===== config.mk =====
export PLATFORM = sky130hd
export DESIGN_NAME = clec_event_chain
export DESIGN_NICKNAME = d
export VERILOG_FILES = /design/src/clec_pkg.sv /design/src/clec_pwm_reload.sv /design/src/clec_adc_seq.sv /design/src/clec_event_chain.sv
export SDC_FILE = /design/constraint.sdc
export NUM_CORES = 1
export LEC_CHECK = 0
export BUFFER_PORTS_ARGS = -buffer_cell sky130_fd_sc_hd__buf_2
export CAP_MARGIN = 40
export CORE_ASPECT_RATIO = 2
export CORE_MARGIN = 1.5
export CORE_UTILIZATION = 30
export CTS_CLUSTER_SIZE = 10
export DETAILED_ROUTE_END_ITERATION = 8
export PLACE_DENSITY = 0.54
export SLEW_MARGIN = 20
export SYNTH_ARGS = -nofsm -noshare
export SYNTH_HDL_FRONTEND = slang
export SYNTH_SLANG_ARGS = --single-unit

===== constraint.sdc =====
create_clock -name clk -period 3.6 [get_ports clk]
set_clock_uncertainty 0.05 [all_clocks]
set_input_delay 0.18 -clock clk [delete_from_list [all_inputs] [get_ports clk]]
set_output_delay 0.18 -clock clk [all_outputs]
set_load 0.03 [all_outputs]

===== src/clec_pkg.sv =====
// What this block does
// - PWM side raises one reload pulse per configured reload rate of PWM periods.
// - Each reload pulse restarts the trigger unit time base.
// - Enabled trigger unit forwards reload at once to both converters and gate driver.
// - Reload makes the trigger unit fetch first times and converters fetch commands.
// - First trigger after reload is refused for up to 10 bus cycles.
// - Later triggers need 6 or 10 cycles load; closer spacing flags timing error.
// - Converter fetches first command within 10 cycles, no conversion meanwhile.
// - Time base equal to stored time pulses that generator's trigger.
// - Trigger 0 goes only to converter 0, trigger 1 only to converter 1.
// - Equal times in both generators give triggers in one cycle.
// - Converter trigger starts the next sequence with the already fetched command.
// - Commutation event becomes an asynchronous reload.
// - Asynchronous reload updates lists and reinitialises list pointers.
// - Enabled trigger unit forwards asynchronous reload at once as sequence abort.
// - Global load confirm reaches PWM, trigger unit and both converters together.
// - Only the programmable reload output and its async qualifier leave the PWM side.
// - Async qualifier follows a commutation reload, not when coinciding with normal one.
// - Commutation edge code: 00 level, 01 rising, 10 falling, 11 both.
package clec_pkg;
  localparam int unsigned CLK_MHZ = 250;
  localparam int unsigned TIME_W = 16;
  localparam int unsigned LIST_DEPTH = 4;
  localparam int unsigned PTR_W = 2;
  localparam int unsigned PERIOD_W = 15;
  localparam int unsigned RATE_W = 4;
  localparam int unsigned CMD_W = 3;
  localparam int unsigned LOAD_W = 4;
  // Figures are given in bus cycles, so the bus clock rate is one cycle per unit
  localparam int unsigned FIRST_LOAD_BUS_CYC = 10;
  localparam int unsigned LOAD_ONE_GEN_BUS_CYC = 6;
  localparam int unsigned LOAD_TWO_GEN_BUS_CYC = 10;
  localparam int unsigned ADC_FETCH_BUS_CYC = 10;
  localparam logic [LOAD_W-1:0] FIRST_LOAD_CYC = LOAD_W'(FIRST_LOAD_BUS_CYC * 1);
  localparam logic [LOAD_W-1:0] LOAD_ONE_GEN_CYC = LOAD_W'(LOAD_ONE_GEN_BUS_CYC * 1);
  localparam logic [LOAD_W-1:0] LOAD_TWO_GEN_CYC = LOAD_W'(LOAD_TWO_GEN_BUS_CYC * 1);
  localparam logic [LOAD_W-1:0] ADC_FETCH_CYC = LOAD_W'(ADC_FETCH_BUS_CYC * 1);
  localparam logic [1:0] EDGE_LEVEL = 2'h0;
  localparam logic [1:0] EDGE_RISE = 2'h1;
  localparam logic [1:0] EDGE_FALL = 2'h2;
  localparam logic [1:0] EDGE_BOTH = 2'h3;
  localparam logic [PERIOD_W-1:0] PERIOD_RST = 15'h0000;
  localparam logic [RATE_W-1:0] RATE_RST = 4'h0;
  localparam logic [TIME_W-1:0] TIME_RST = 16'h0000;
  localparam logic [CMD_W-1:0] CMD_RST = 3'h0;
  typedef enum logic [1:0] {CLEC_IDLE, CLEC_FETCH, CLEC_ARMED} clec_adc_e;
endpackage : clec_pkg


===== src/clec_pwm_reload.sv =====
`timescale 1ns/1ps
module clec_pwm_reload import clec_pkg::*; (
  input wire logic clk,
  input wire logic rst,
  input wire logic enable,
  input wire logic [PERIOD_W-1:0] period,
  input wire logic [RATE_W-1:0] rate_m1,
  input wire logic [1:0] edge_sel,
  input wire logic restart_en,
  input wire logic commutation_event,
  output logic reload,
  output logic reload_async_qualifier
);
  logic [PERIOD_W-1:0] pwm_cnt;
  logic [RATE_W-1:0] rate_cnt;
  logic comm_prev;
  logic comm_hit;
  logic normal_hit;

  always_comb begin
    unique case (edge_sel)
      EDGE_LEVEL: comm_hit = commutation_event;
      EDGE_RISE: comm_hit = commutation_event & ~comm_prev;
      EDGE_FALL: comm_hit = ~commutation_event & comm_prev;
      EDGE_BOTH: comm_hit = commutation_event ^ comm_prev;
    endcase
  end

  assign normal_hit = enable && pwm_cnt == period && rate_cnt == rate_m1;

  always_ff @(posedge clk) begin
    if (rst) begin
      comm_prev <= 1'b0;
    end else begin
      comm_prev <= commutation_event;
    end
  end

  // Commutation restart realigns the PWM period to the new sector
  always_ff @(posedge clk) begin
    if (rst || !enable || (comm_hit && restart_en)) begin
      pwm_cnt <= PERIOD_RST;
      rate_cnt <= RATE_RST;
    end else if (pwm_cnt == period) begin
      pwm_cnt <= PERIOD_RST;
      rate_cnt <= (rate_cnt == rate_m1) ? RATE_RST : rate_cnt + 4'h1;
    end else begin
      pwm_cnt <= pwm_cnt + 15'h0001;
    end
  end

  always_ff @(posedge clk) begin
    if (rst) begin
      reload <= 1'b0;
      reload_async_qualifier <= 1'b0;
    end else begin
      reload <= normal_hit || (enable && restart_en && comm_hit);
      // Coinciding normal reload stays a plain reload
      reload_async_qualifier <= enable && restart_en && comm_hit && !normal_hit;
    end
  end
endmodule : clec_pwm_reload


===== src/clec_adc_seq.sv =====
`timescale 1ns/1ps
module clec_adc_seq import clec_pkg::*; (
  input wire logic clk,
  input wire logic rst,
  input wire logic restart,
  input wire logic seq_abort,
  input wire logic trigger,
  input wire logic load_confirm_in,
  output logic conv_start,
  output logic [CMD_W-1:0] cmd_idx,
  output logic trig_lost,
  output logic list_sel,
  output logic aborted
);
  clec_adc_e state;
  logic [LOAD_W-1:0] fetch_cnt;
  logic swap_pending;

  always_ff @(posedge clk) begin
    if (rst || seq_abort) begin
      state <= CLEC_IDLE;
      fetch_cnt <= '0;
      cmd_idx <= CMD_RST;
    end else if (restart) begin
      state <= CLEC_FETCH;
      fetch_cnt <= ADC_FETCH_CYC;
      cmd_idx <= CMD_RST;
    end else begin
      unique case (state)
        CLEC_IDLE: state <= CLEC_IDLE;
        CLEC_FETCH: begin
          // Conversion held off until the command is in place
          fetch_cnt <= fetch_cnt - 4'h1;
          if (fetch_cnt == 4'h1) begin
            state <= CLEC_ARMED;
          end
        end
        CLEC_ARMED: begin
          if (trigger) begin
            state <= CLEC_FETCH;
            fetch_cnt <= ADC_FETCH_CYC;
            cmd_idx <= cmd_idx + 3'h1;
          end
        end
      endcase
    end
  end

  always_ff @(posedge clk) begin
    if (rst) begin
      conv_start <= 1'b0;
      trig_lost <= 1'b0;
      aborted <= 1'b0;
    end else begin
      conv_start <= trigger && state == CLEC_ARMED && !restart && !seq_abort;
      trig_lost <= trigger && !(state == CLEC_ARMED && !restart && !seq_abort);
      aborted <= seq_abort;
    end
  end

  // A confirmed load switches the command list at the next restart
  always_ff @(posedge clk) begin
    if (rst) begin
      swap_pending <= 1'b0;
      list_sel <= 1'b0;
    end else if (restart && (swap_pending || load_confirm_in)) begin
      swap_pending <= 1'b0;
      list_sel <= ~list_sel;
    end else if (load_confirm_in) begin
      swap_pending <= 1'b1;
    end
  end
endmodule : clec_adc_seq


===== src/clec_event_chain.sv =====
`timescale 1ns/1ps
module clec_event_chain import clec_pkg::*; (
  input wire logic clk,
  input wire logic rst,
  input wire logic pwm_enable,
  input wire logic [PERIOD_W-1:0] pwm_period,
  input wire logic [RATE_W-1:0] pwm_rate_m1,
  input wire logic [1:0] comm_edge_sel,
  input wire logic comm_restart_en,
  input wire logic compare_channel_zero,
  input wire logic trigger_unit_en,
  input wire logic [1:0] gen_en,
  input wire logic list_wr,
  input wire logic list_gen,
  input wire logic [PTR_W-1:0] list_idx,
  input wire logic [TIME_W-1:0] list_time,
  input wire logic [PTR_W:0] list_len0,
  input wire logic [PTR_W:0] list_len1,
  input wire logic load_confirm_in,
  input wire logic timing_err_clr,
  output logic pwm_reload,
  output logic reload_async_qualifier,
  output logic gate_driver_reload,
  output logic adc0_restart,
  output logic adc1_restart,
  output logic adc0_seq_abort,
  output logic adc1_seq_abort,
  output logic trigger_0,
  output logic trigger_1,
  output logic adc0_conv_start,
  output logic adc1_conv_start,
  output logic [CMD_W-1:0] adc0_cmd_idx,
  output logic [CMD_W-1:0] adc1_cmd_idx,
  output logic adc0_trig_lost,
  output logic adc1_trig_lost,
  output logic adc0_list_sel,
  output logic adc1_list_sel,
  output logic adc0_aborted,
  output logic adc1_aborted,
  output logic pwm_load_confirm,
  output logic trigger_unit_load_confirm,
  output logic [TIME_W-1:0] time_base,
  output logic [1:0] timing_err,
  output logic [1:0] list_bank
);
  logic [TIME_W-1:0] shadow_time [2][LIST_DEPTH];
  logic [TIME_W-1:0] act_time [2][LIST_DEPTH];
  logic [PTR_W:0] act_len [2];
  logic [PTR_W:0] shadow_len [2];
  logic [PTR_W:0] ptr [2];
  logic [LOAD_W-1:0] load_cnt [2];
  logic [1:0] gen_done;
  logic list_update_pending;
  logic load_confirm_q;
  logic any_reload;
  logic [1:0] hit;
  logic [1:0] fire;
  logic [LOAD_W-1:0] spacing;

  function automatic logic time_match(input logic [TIME_W-1:0] tb, input logic [TIME_W-1:0] t);
    time_match = tb == t;
  endfunction : time_match

  // Only the programmable reload and its async qualifier leave the PWM side
  clec_pwm_reload u_pwm (
    .clk(clk),
    .rst(rst),
    .enable(pwm_enable),
    .period(pwm_period),
    .rate_m1(pwm_rate_m1),
    .edge_sel(comm_edge_sel),
    .restart_en(comm_restart_en),
    .commutation_event(compare_channel_zero),
    .reload(pwm_reload),
    .reload_async_qualifier(reload_async_qualifier)
  );

  assign any_reload = pwm_reload;
  // Load counted from the cycle after a fire, so spacing of exactly 6 or 10 is allowed
  assign spacing = ((gen_en == 2'h3) ? LOAD_TWO_GEN_CYC : LOAD_ONE_GEN_CYC) - 4'h1;

  always_comb begin
    for (int g = 0; g < 2; g++) begin
      hit[g] = trigger_unit_en && gen_en[g] && !gen_done[g] && !any_reload
        && time_match(time_base, act_time[g][ptr[g][PTR_W-1:0]]);
      fire[g] = hit[g] && load_cnt[g] == '0;
    end
  end

  // One register stage keeps every output on a flop; all receivers see it together
  always_ff @(posedge clk) begin
    if (rst) begin
      load_confirm_q <= 1'b0;
      pwm_load_confirm <= 1'b0;
      trigger_unit_load_confirm <= 1'b0;
    end else begin
      load_confirm_q <= load_confirm_in;
      pwm_load_confirm <= load_confirm_in;
      trigger_unit_load_confirm <= load_confirm_in;
    end
  end

  always_ff @(posedge clk) begin
    if (rst) begin
      gate_driver_reload <= 1'b0;
      adc0_restart <= 1'b0;
      adc1_restart <= 1'b0;
      adc0_seq_abort <= 1'b0;
      adc1_seq_abort <= 1'b0;
    end else begin
      gate_driver_reload <= trigger_unit_en && pwm_reload;
      adc0_restart <= trigger_unit_en && pwm_reload;
      adc1_restart <= trigger_unit_en && pwm_reload;
      adc0_seq_abort <= trigger_unit_en && reload_async_qualifier;
      adc1_seq_abort <= trigger_unit_en && reload_async_qualifier;
    end
  end

  always_ff @(posedge clk) begin
    if (rst) begin
      time_base <= TIME_RST;
    end else if (any_reload) begin
      time_base <= TIME_RST;
    end else if (time_base != {TIME_W{1'b1}}) begin
      time_base <= time_base + 16'h0001;
    end
  end

  always_ff @(posedge clk) begin
    if (rst) begin
      for (int g = 0; g < 2; g++) begin
        for (int i = 0; i < LIST_DEPTH; i++) begin
          shadow_time[g][i] <= TIME_RST;
        end
      end
    end else if (list_wr) begin
      shadow_time[list_gen][list_idx] <= list_time;
    end
  end

  always_ff @(posedge clk) begin
    if (rst) begin
      list_update_pending <= 1'b0;
    end else if (load_confirm_q) begin
      list_update_pending <= 1'b1;
    end else if (any_reload) begin
      list_update_pending <= 1'b0;
    end
  end

  // New lists only take effect at a reload so a running cycle is never torn
  always_ff @(posedge clk) begin
    if (rst) begin
      list_bank <= 2'h0;
      for (int g = 0; g < 2; g++) begin
        act_len[g] <= '0;
        shadow_len[g] <= '0;
        for (int i = 0; i < LIST_DEPTH; i++) begin
          act_time[g][i] <= TIME_RST;
        end
      end
    end else begin
      shadow_len[0] <= list_len0;
      shadow_len[1] <= list_len1;
      if (any_reload && (list_update_pending || reload_async_qualifier)) begin
        list_bank <= list_bank + 2'h1;
        act_time <= shadow_time;
        act_len <= shadow_len;
      end
    end
  end

  always_ff @(posedge clk) begin
    if (rst) begin
      gen_done <= 2'h3;
      for (int g = 0; g < 2; g++) begin
        ptr[g] <= '0;
        load_cnt[g] <= '0;
      end
    end else if (any_reload) begin
      for (int g = 0; g < 2; g++) begin
        ptr[g] <= '0;
        load_cnt[g] <= FIRST_LOAD_CYC;
        gen_done[g] <= 1'b0;
      end
    end else begin
      for (int g = 0; g < 2; g++) begin
        if (fire[g]) begin
          ptr[g] <= ptr[g] + 3'h1;
          load_cnt[g] <= spacing;
          gen_done[g] <= ptr[g] + 3'h1 >= act_len[g];
        end else if (load_cnt[g] != '0) begin
          load_cnt[g] <= load_cnt[g] - 4'h1;
        end
        if (ptr[g] >= act_len[g]) begin
          gen_done[g] <= 1'b1;
        end
      end
    end
  end

  // A refused trigger sets the flag and wins over a clear in the same cycle
  always_ff @(posedge clk) begin
    if (rst) begin
      timing_err <= 2'h0;
    end else begin
      for (int g = 0; g < 2; g++) begin
        if (hit[g] && !fire[g]) begin
          timing_err[g] <= 1'b1;
        end else if (timing_err_clr) begin
          timing_err[g] <= 1'b0;
        end
      end
    end
  end

  // Same-cycle hits on both lists give simultaneous sampling
  always_ff @(posedge clk) begin
    if (rst) begin
      trigger_0 <= 1'b0;
      trigger_1 <= 1'b0;
    end else begin
      trigger_0 <= fire[0];
      trigger_1 <= fire[1];
    end
  end

  clec_adc_seq u_adc0 (
    .clk(clk),
    .rst(rst),
    .restart(adc0_restart),
    .seq_abort(adc0_seq_abort),
    .trigger(trigger_0),
    .load_confirm_in(load_confirm_q),
    .conv_start(adc0_conv_start),
    .cmd_idx(adc0_cmd_idx),
    .trig_lost(adc0_trig_lost),
    .list_sel(adc0_list_sel),
    .aborted(adc0_aborted)
  );

  clec_adc_seq u_adc1 (
    .clk(clk),
    .rst(rst),
    .restart(adc1_restart),
    .seq_abort(adc1_seq_abort),
    .trigger(trigger_1),
    .load_confirm_in(load_confirm_q),
    .conv_start(adc1_conv_start),
    .cmd_idx(adc1_cmd_idx),
    .trig_lost(adc1_trig_lost),
    .list_sel(adc1_list_sel),
    .aborted(adc1_aborted)
  );
endmodule : clec_event_chain


==> impl_metrics.json <==
{
  "status": "completed",
  "fp-row-count": 116,
  "syn_area_sq_um": 15200,
  "synth_edf_count": 14,
  "ys_ff_latch": 359,
  "avgRoutedWirePerCell_um": 18.0,
  "clkPwrFrac": 0.431,
  "cp-end-kind": "flip-flop",
  "ys_seq_area_frac": 0.482,
  "crit_type": "flip-flop to flip-flop",
  "power.total_w": 0.00866,
  "period_share": 0.890,
  "fp.coreArea_sq_um": 50100,
  "die_y_um": 321,
  "finalHoldViolCount": 0,
  "cts-root-buf": "clkbuf_16",
  "syn_avg_cell_area_sq_um": 8.34,
  "cp_slowest_cell": "edfxtp_1",
  "io_buffer_count": 101,
  "fin_cells": 2563,
  "syn_nets": 1904,
  "finalSetupViolCount": 0,
  "clk_pin_slew_ns": 0.06,
  "slew-limit-headroom": 0.477,
  "fmax_ghz": 0.312,
  "numCtsBuffers": 42,
  "power_density_nw_per_um2": 486,
  "clock_path_buffers": 3,
  "cts_tree": "yes",
  "synth_top_cell_by_area": "dfxtp_1",
  "io-pin-count": 102,
  "p_int_w": 0.00653,
  "cts_hold_buf": 29,
  "dieArea_sq_um": 52100,
  "setup_tns_ns": 0,
  "nets": 1987,
  "slew_violations": 0,
  "p_leak_nw": 6.34,
  "rsz0062_at_grt": "false",
  "first_pass_iters": 5,
  "drt_iter0_markers": 720,
  "critical_path.cell_chain": "mux4_2 > xor2_1 > or4b_4 > a211oi_4 > nand4_4 > a21oi_4 > mux2_2",
  "grt_pass1_vias": 12505,
  "die_w_um": 162,
  "drive_gt1_frac": 0.121,
  "fin_crit_ns": 3.20,
  "dp_cells": 2477,
  "drc": 0,
  "ff_latch_area_sq_um": 7330,
  "clk_latency_ns": 0.56,
  "arrival_ns": 3.58,
  "grt_max_degree": 136,
  "area_growth_pct": 17.3,
  "p_comb_frac": 0.087,
  "synth_async_sr_flop_share": 0,
  "hold_path_class": "input pin to flip-flop",
  "multi_input_area_sq_um": 7220,
  "htreeDepth": 2,
  "gp_congestion": 0.863,
  "cp_top_family": "simple AND/OR/NAND/NOR gates",
  "cts_resized": 0,
  "yosys_warnings": 0,
  "start_util": 0.303,
  "max_cap_violations": 0,
  "viasPerCell": 4.90,
  "track_usage": 0.178,
  "grt_pass1_wl_mm": 71.2,
  "crit_path_start_kind": "flip-flop",
  "power.switching_w": 0.00213,
  "ys_types": 68,
  "fillers": 5188,
  "required_ns": 3.97,
  "synth.area.top_cells": "dfxtp_1, nand2_1, a21oi_1, mux4_2, edfxtp_1",
  "antenna_found_initial": 1,
  "vias": 12552,
  "synth_ff_type": "dfxtp_1",
  "antenna_left": 0,
  "hpwl_mm": 32.6,
  "wirelength_mm": 46.2,
  "vdd_drop_max_mv": 0.286,
  "grt-ovfl-total": 0,
  "worstPathBufferInverterCount": 0,
  "pwr-share-seq": 0.482,
  "yosysTopAreaCellShare": 0.455,
  "syn_inst": 1820,
  "cts_setup_buffers": 0,
  "path_max_fanout": 10,
  "critPathMaxStageDelay_ns": 0.71,
  "power.share.switching": 0.246,
  "clkSinkCount": 359,
  "tightest_slew_ns": 0.783
}
Yosys cell counts (3+ instances only):
| cell type | n |
|---|---|
| a22oi_1 | 3 |
| inv_1 | 24 |
| nor2b_1 | 21 |
| a211oi_1 | 5 |
| nand4_1 | 17 |
| clkbuf_1 | 86 |
| nand2b_1 | 9 |
| buf_1 | 13 |
| mux4_1 | 5 |
| edfxtp_1 | 14 |
| buf_6 | 4 |
| dfxtp_1 | 345 |
| or3_1 | 6 |
| xnor2_1 | 40 |
| a31oi_1 | 6 |
| buf_4 | 5 |
| mux4_2 | 22 |
| nand2_1 | 570 |
| nor2_1 | 88 |
| nor4_1 | 5 |
| clkbuf_2 | 13 |
| a21o_1 | 3 |
| mux2i_1 | 22 |
| a21oi_1 | 292 |
| and3_1 | 10 |
| nor3_1 | 16 |
| o21ai_0 | 12 |
| xor2_1 | 44 |
| and2_1 | 10 |
| ha_1 | 27 |
| nand3_1 | 29 |
| a2bb2oi_1 | 3 |
| buf_2 | 5 |
power by group through the flow:
| stage | Clock (W) | Sequential, W | Combinational (W) |
|---|---|---|---|
| floorplan | 0 | 0.00424 | 0.000480 |
| global placement | 0 | 0.00425 | 0.000705 |
| detailed placement | 0 | 0.00426 | 0.000727 |
| CTS | 0.00382 | 0.00417 | 0.000756 |
| global route | 0.00396 | 0.00418 | 0.000826 |
| finish | 0.00374 | 0.00417 | 0.000751 |
flip-flops by register name, indices dropped and copies added, names as in the netlist, 2 cells and up:
| register | cells |
|---|---|
| list_bank | 2 |
| u_adc1.cmd_idx | 3 |
| timing_err | 2 |
| u_adc1.state | 2 |
| u_adc0.state | 2 |
| u_adc1.fetch_cnt | 4 |
| u_adc0.cmd_idx | 3 |
| ptr | 6 |
| shadow_len | 6 |
| time_base | 16 |
| shadow_time | 128 |
| act_len | 6 |
| u_pwm.pwm_cnt | 15 |
| u_adc0.fetch_cnt | 4 |
| gen_done | 2 |
| u_pwm.rate_cnt | 4 |
| act_time | 128 |
| load_cnt | 8 |
layout make-up:
cell class | instances | share of cell area
Antenna cell | 1 | 0.000140
Clock buffer | 51 | 0.0621
Clock inverter | 3 | 0.00119
Inverter | 25 | 0.00527
Multi-Input combinational cell | 1307 | 0.405
Sequential cell | 359 | 0.411
Tap cell | 649 | 0.0456
Timing Repair Buffer | 168 | 0.0693
placed cells by master (no fill, tap or decap), drive strengths merged, types with 2 or more instances in the layout:
| cell type | Yosys | layout |
|---|---|---|
| nor3b | 2 | 2 |
| a31o | 2 | 2 |
| nor3 | 16 | 16 |
| mux2 | 2 | 2 |
| nor4bb | 2 | 2 |
| mux2i | 22 | 22 |
| ha | 27 | 27 |
| a21oi | 293 | 293 |
| buf | 28 | 138 |
| nand4 | 18 | 18 |
| or2 | 2 | 2 |
| nand3 | 29 | 29 |
| nand2 | 570 | 570 |
| nand3b | 2 | 2 |
| a211oi | 6 | 6 |
| a21o | 3 | 3 |
| nor2 | 88 | 88 |
| clkinv | 1 | 2 |
| a22oi | 3 | 3 |
| o22ai | 2 | 2 |
| mux4 | 27 | 27 |
| and4 | 2 | 2 |
| xnor2 | 40 | 40 |
| xor2 | 44 | 44 |
| or4b | 2 | 2 |
| and2 | 10 | 10 |
| nor4 | 7 | 7 |
| a31oi | 6 | 6 |
| nand2b | 9 | 9 |
| nor2b | 22 | 22 |
| or3 | 6 | 6 |
| clkbuf | 101 | 52 |
| edfxtp | 14 | 14 |
| and3 | 12 | 12 |
| o21ai | 14 | 14 |
| a2bb2oi | 3 | 3 |
| dlygate4sd3 | 0 | 29 |
| inv | 24 | 25 |
| dfxtp | 345 | 345 |
metal layers:
| metal | part of all wire | global-route usage | vias up |
|---|---|---|---|
| li1 | - | - | 6191 |
| met1 | 0.37 | 0.183 | 5979 |
| met2 | 0.54 | 0.340 | 295 |
| met3 | 0.044 | 0.0276 | 87 |
| met4 | 0.050 | 0.0922 | 0 |
| met5 | 0 | 0 | - |
worst paths after layout:
kind	start	to	slack, ns	cells past startpoint
max reg2reg	ptr[0][0]	load_cnt[0][0]	0.40	7
min	rst	u_adc1.aborted	0.05	2
max	ptr[0][0]	load_cnt[0][0]	0.40	7
min reg2reg	shadow_len[4]	act_len[4]	0.38	2
kinds of logic after synthesis:
group,share of synthesized area
adders and majority gates,0.0222
xor gates and xnor gates,0.0484
buffers and inverters,0.0448
and+or+nand+nor,0.224
muxes,0.0573
AOI/OAI and AO/OA,0.121
DFF,0.482
stage by stage:
stage / hold WS [ns] / setup WS [ns] / area (sq um) / util
finish: 0.0546 / 0.396 / 17800 / 0.356
detailed placement: 0.344 / 0.387 / 16400 / 0.327
global route: 0.0868 / 0.202 / 17800 / 0.356
CTS: 0.0518 / 0.363 / 17800 / 0.355
floorplan: 0.258 / 0.824 / 15200 / -
global placement: 0.341 / 0.413 / 16200 / 0.323
Note: power is estimated with default switching activity, not from simulation.
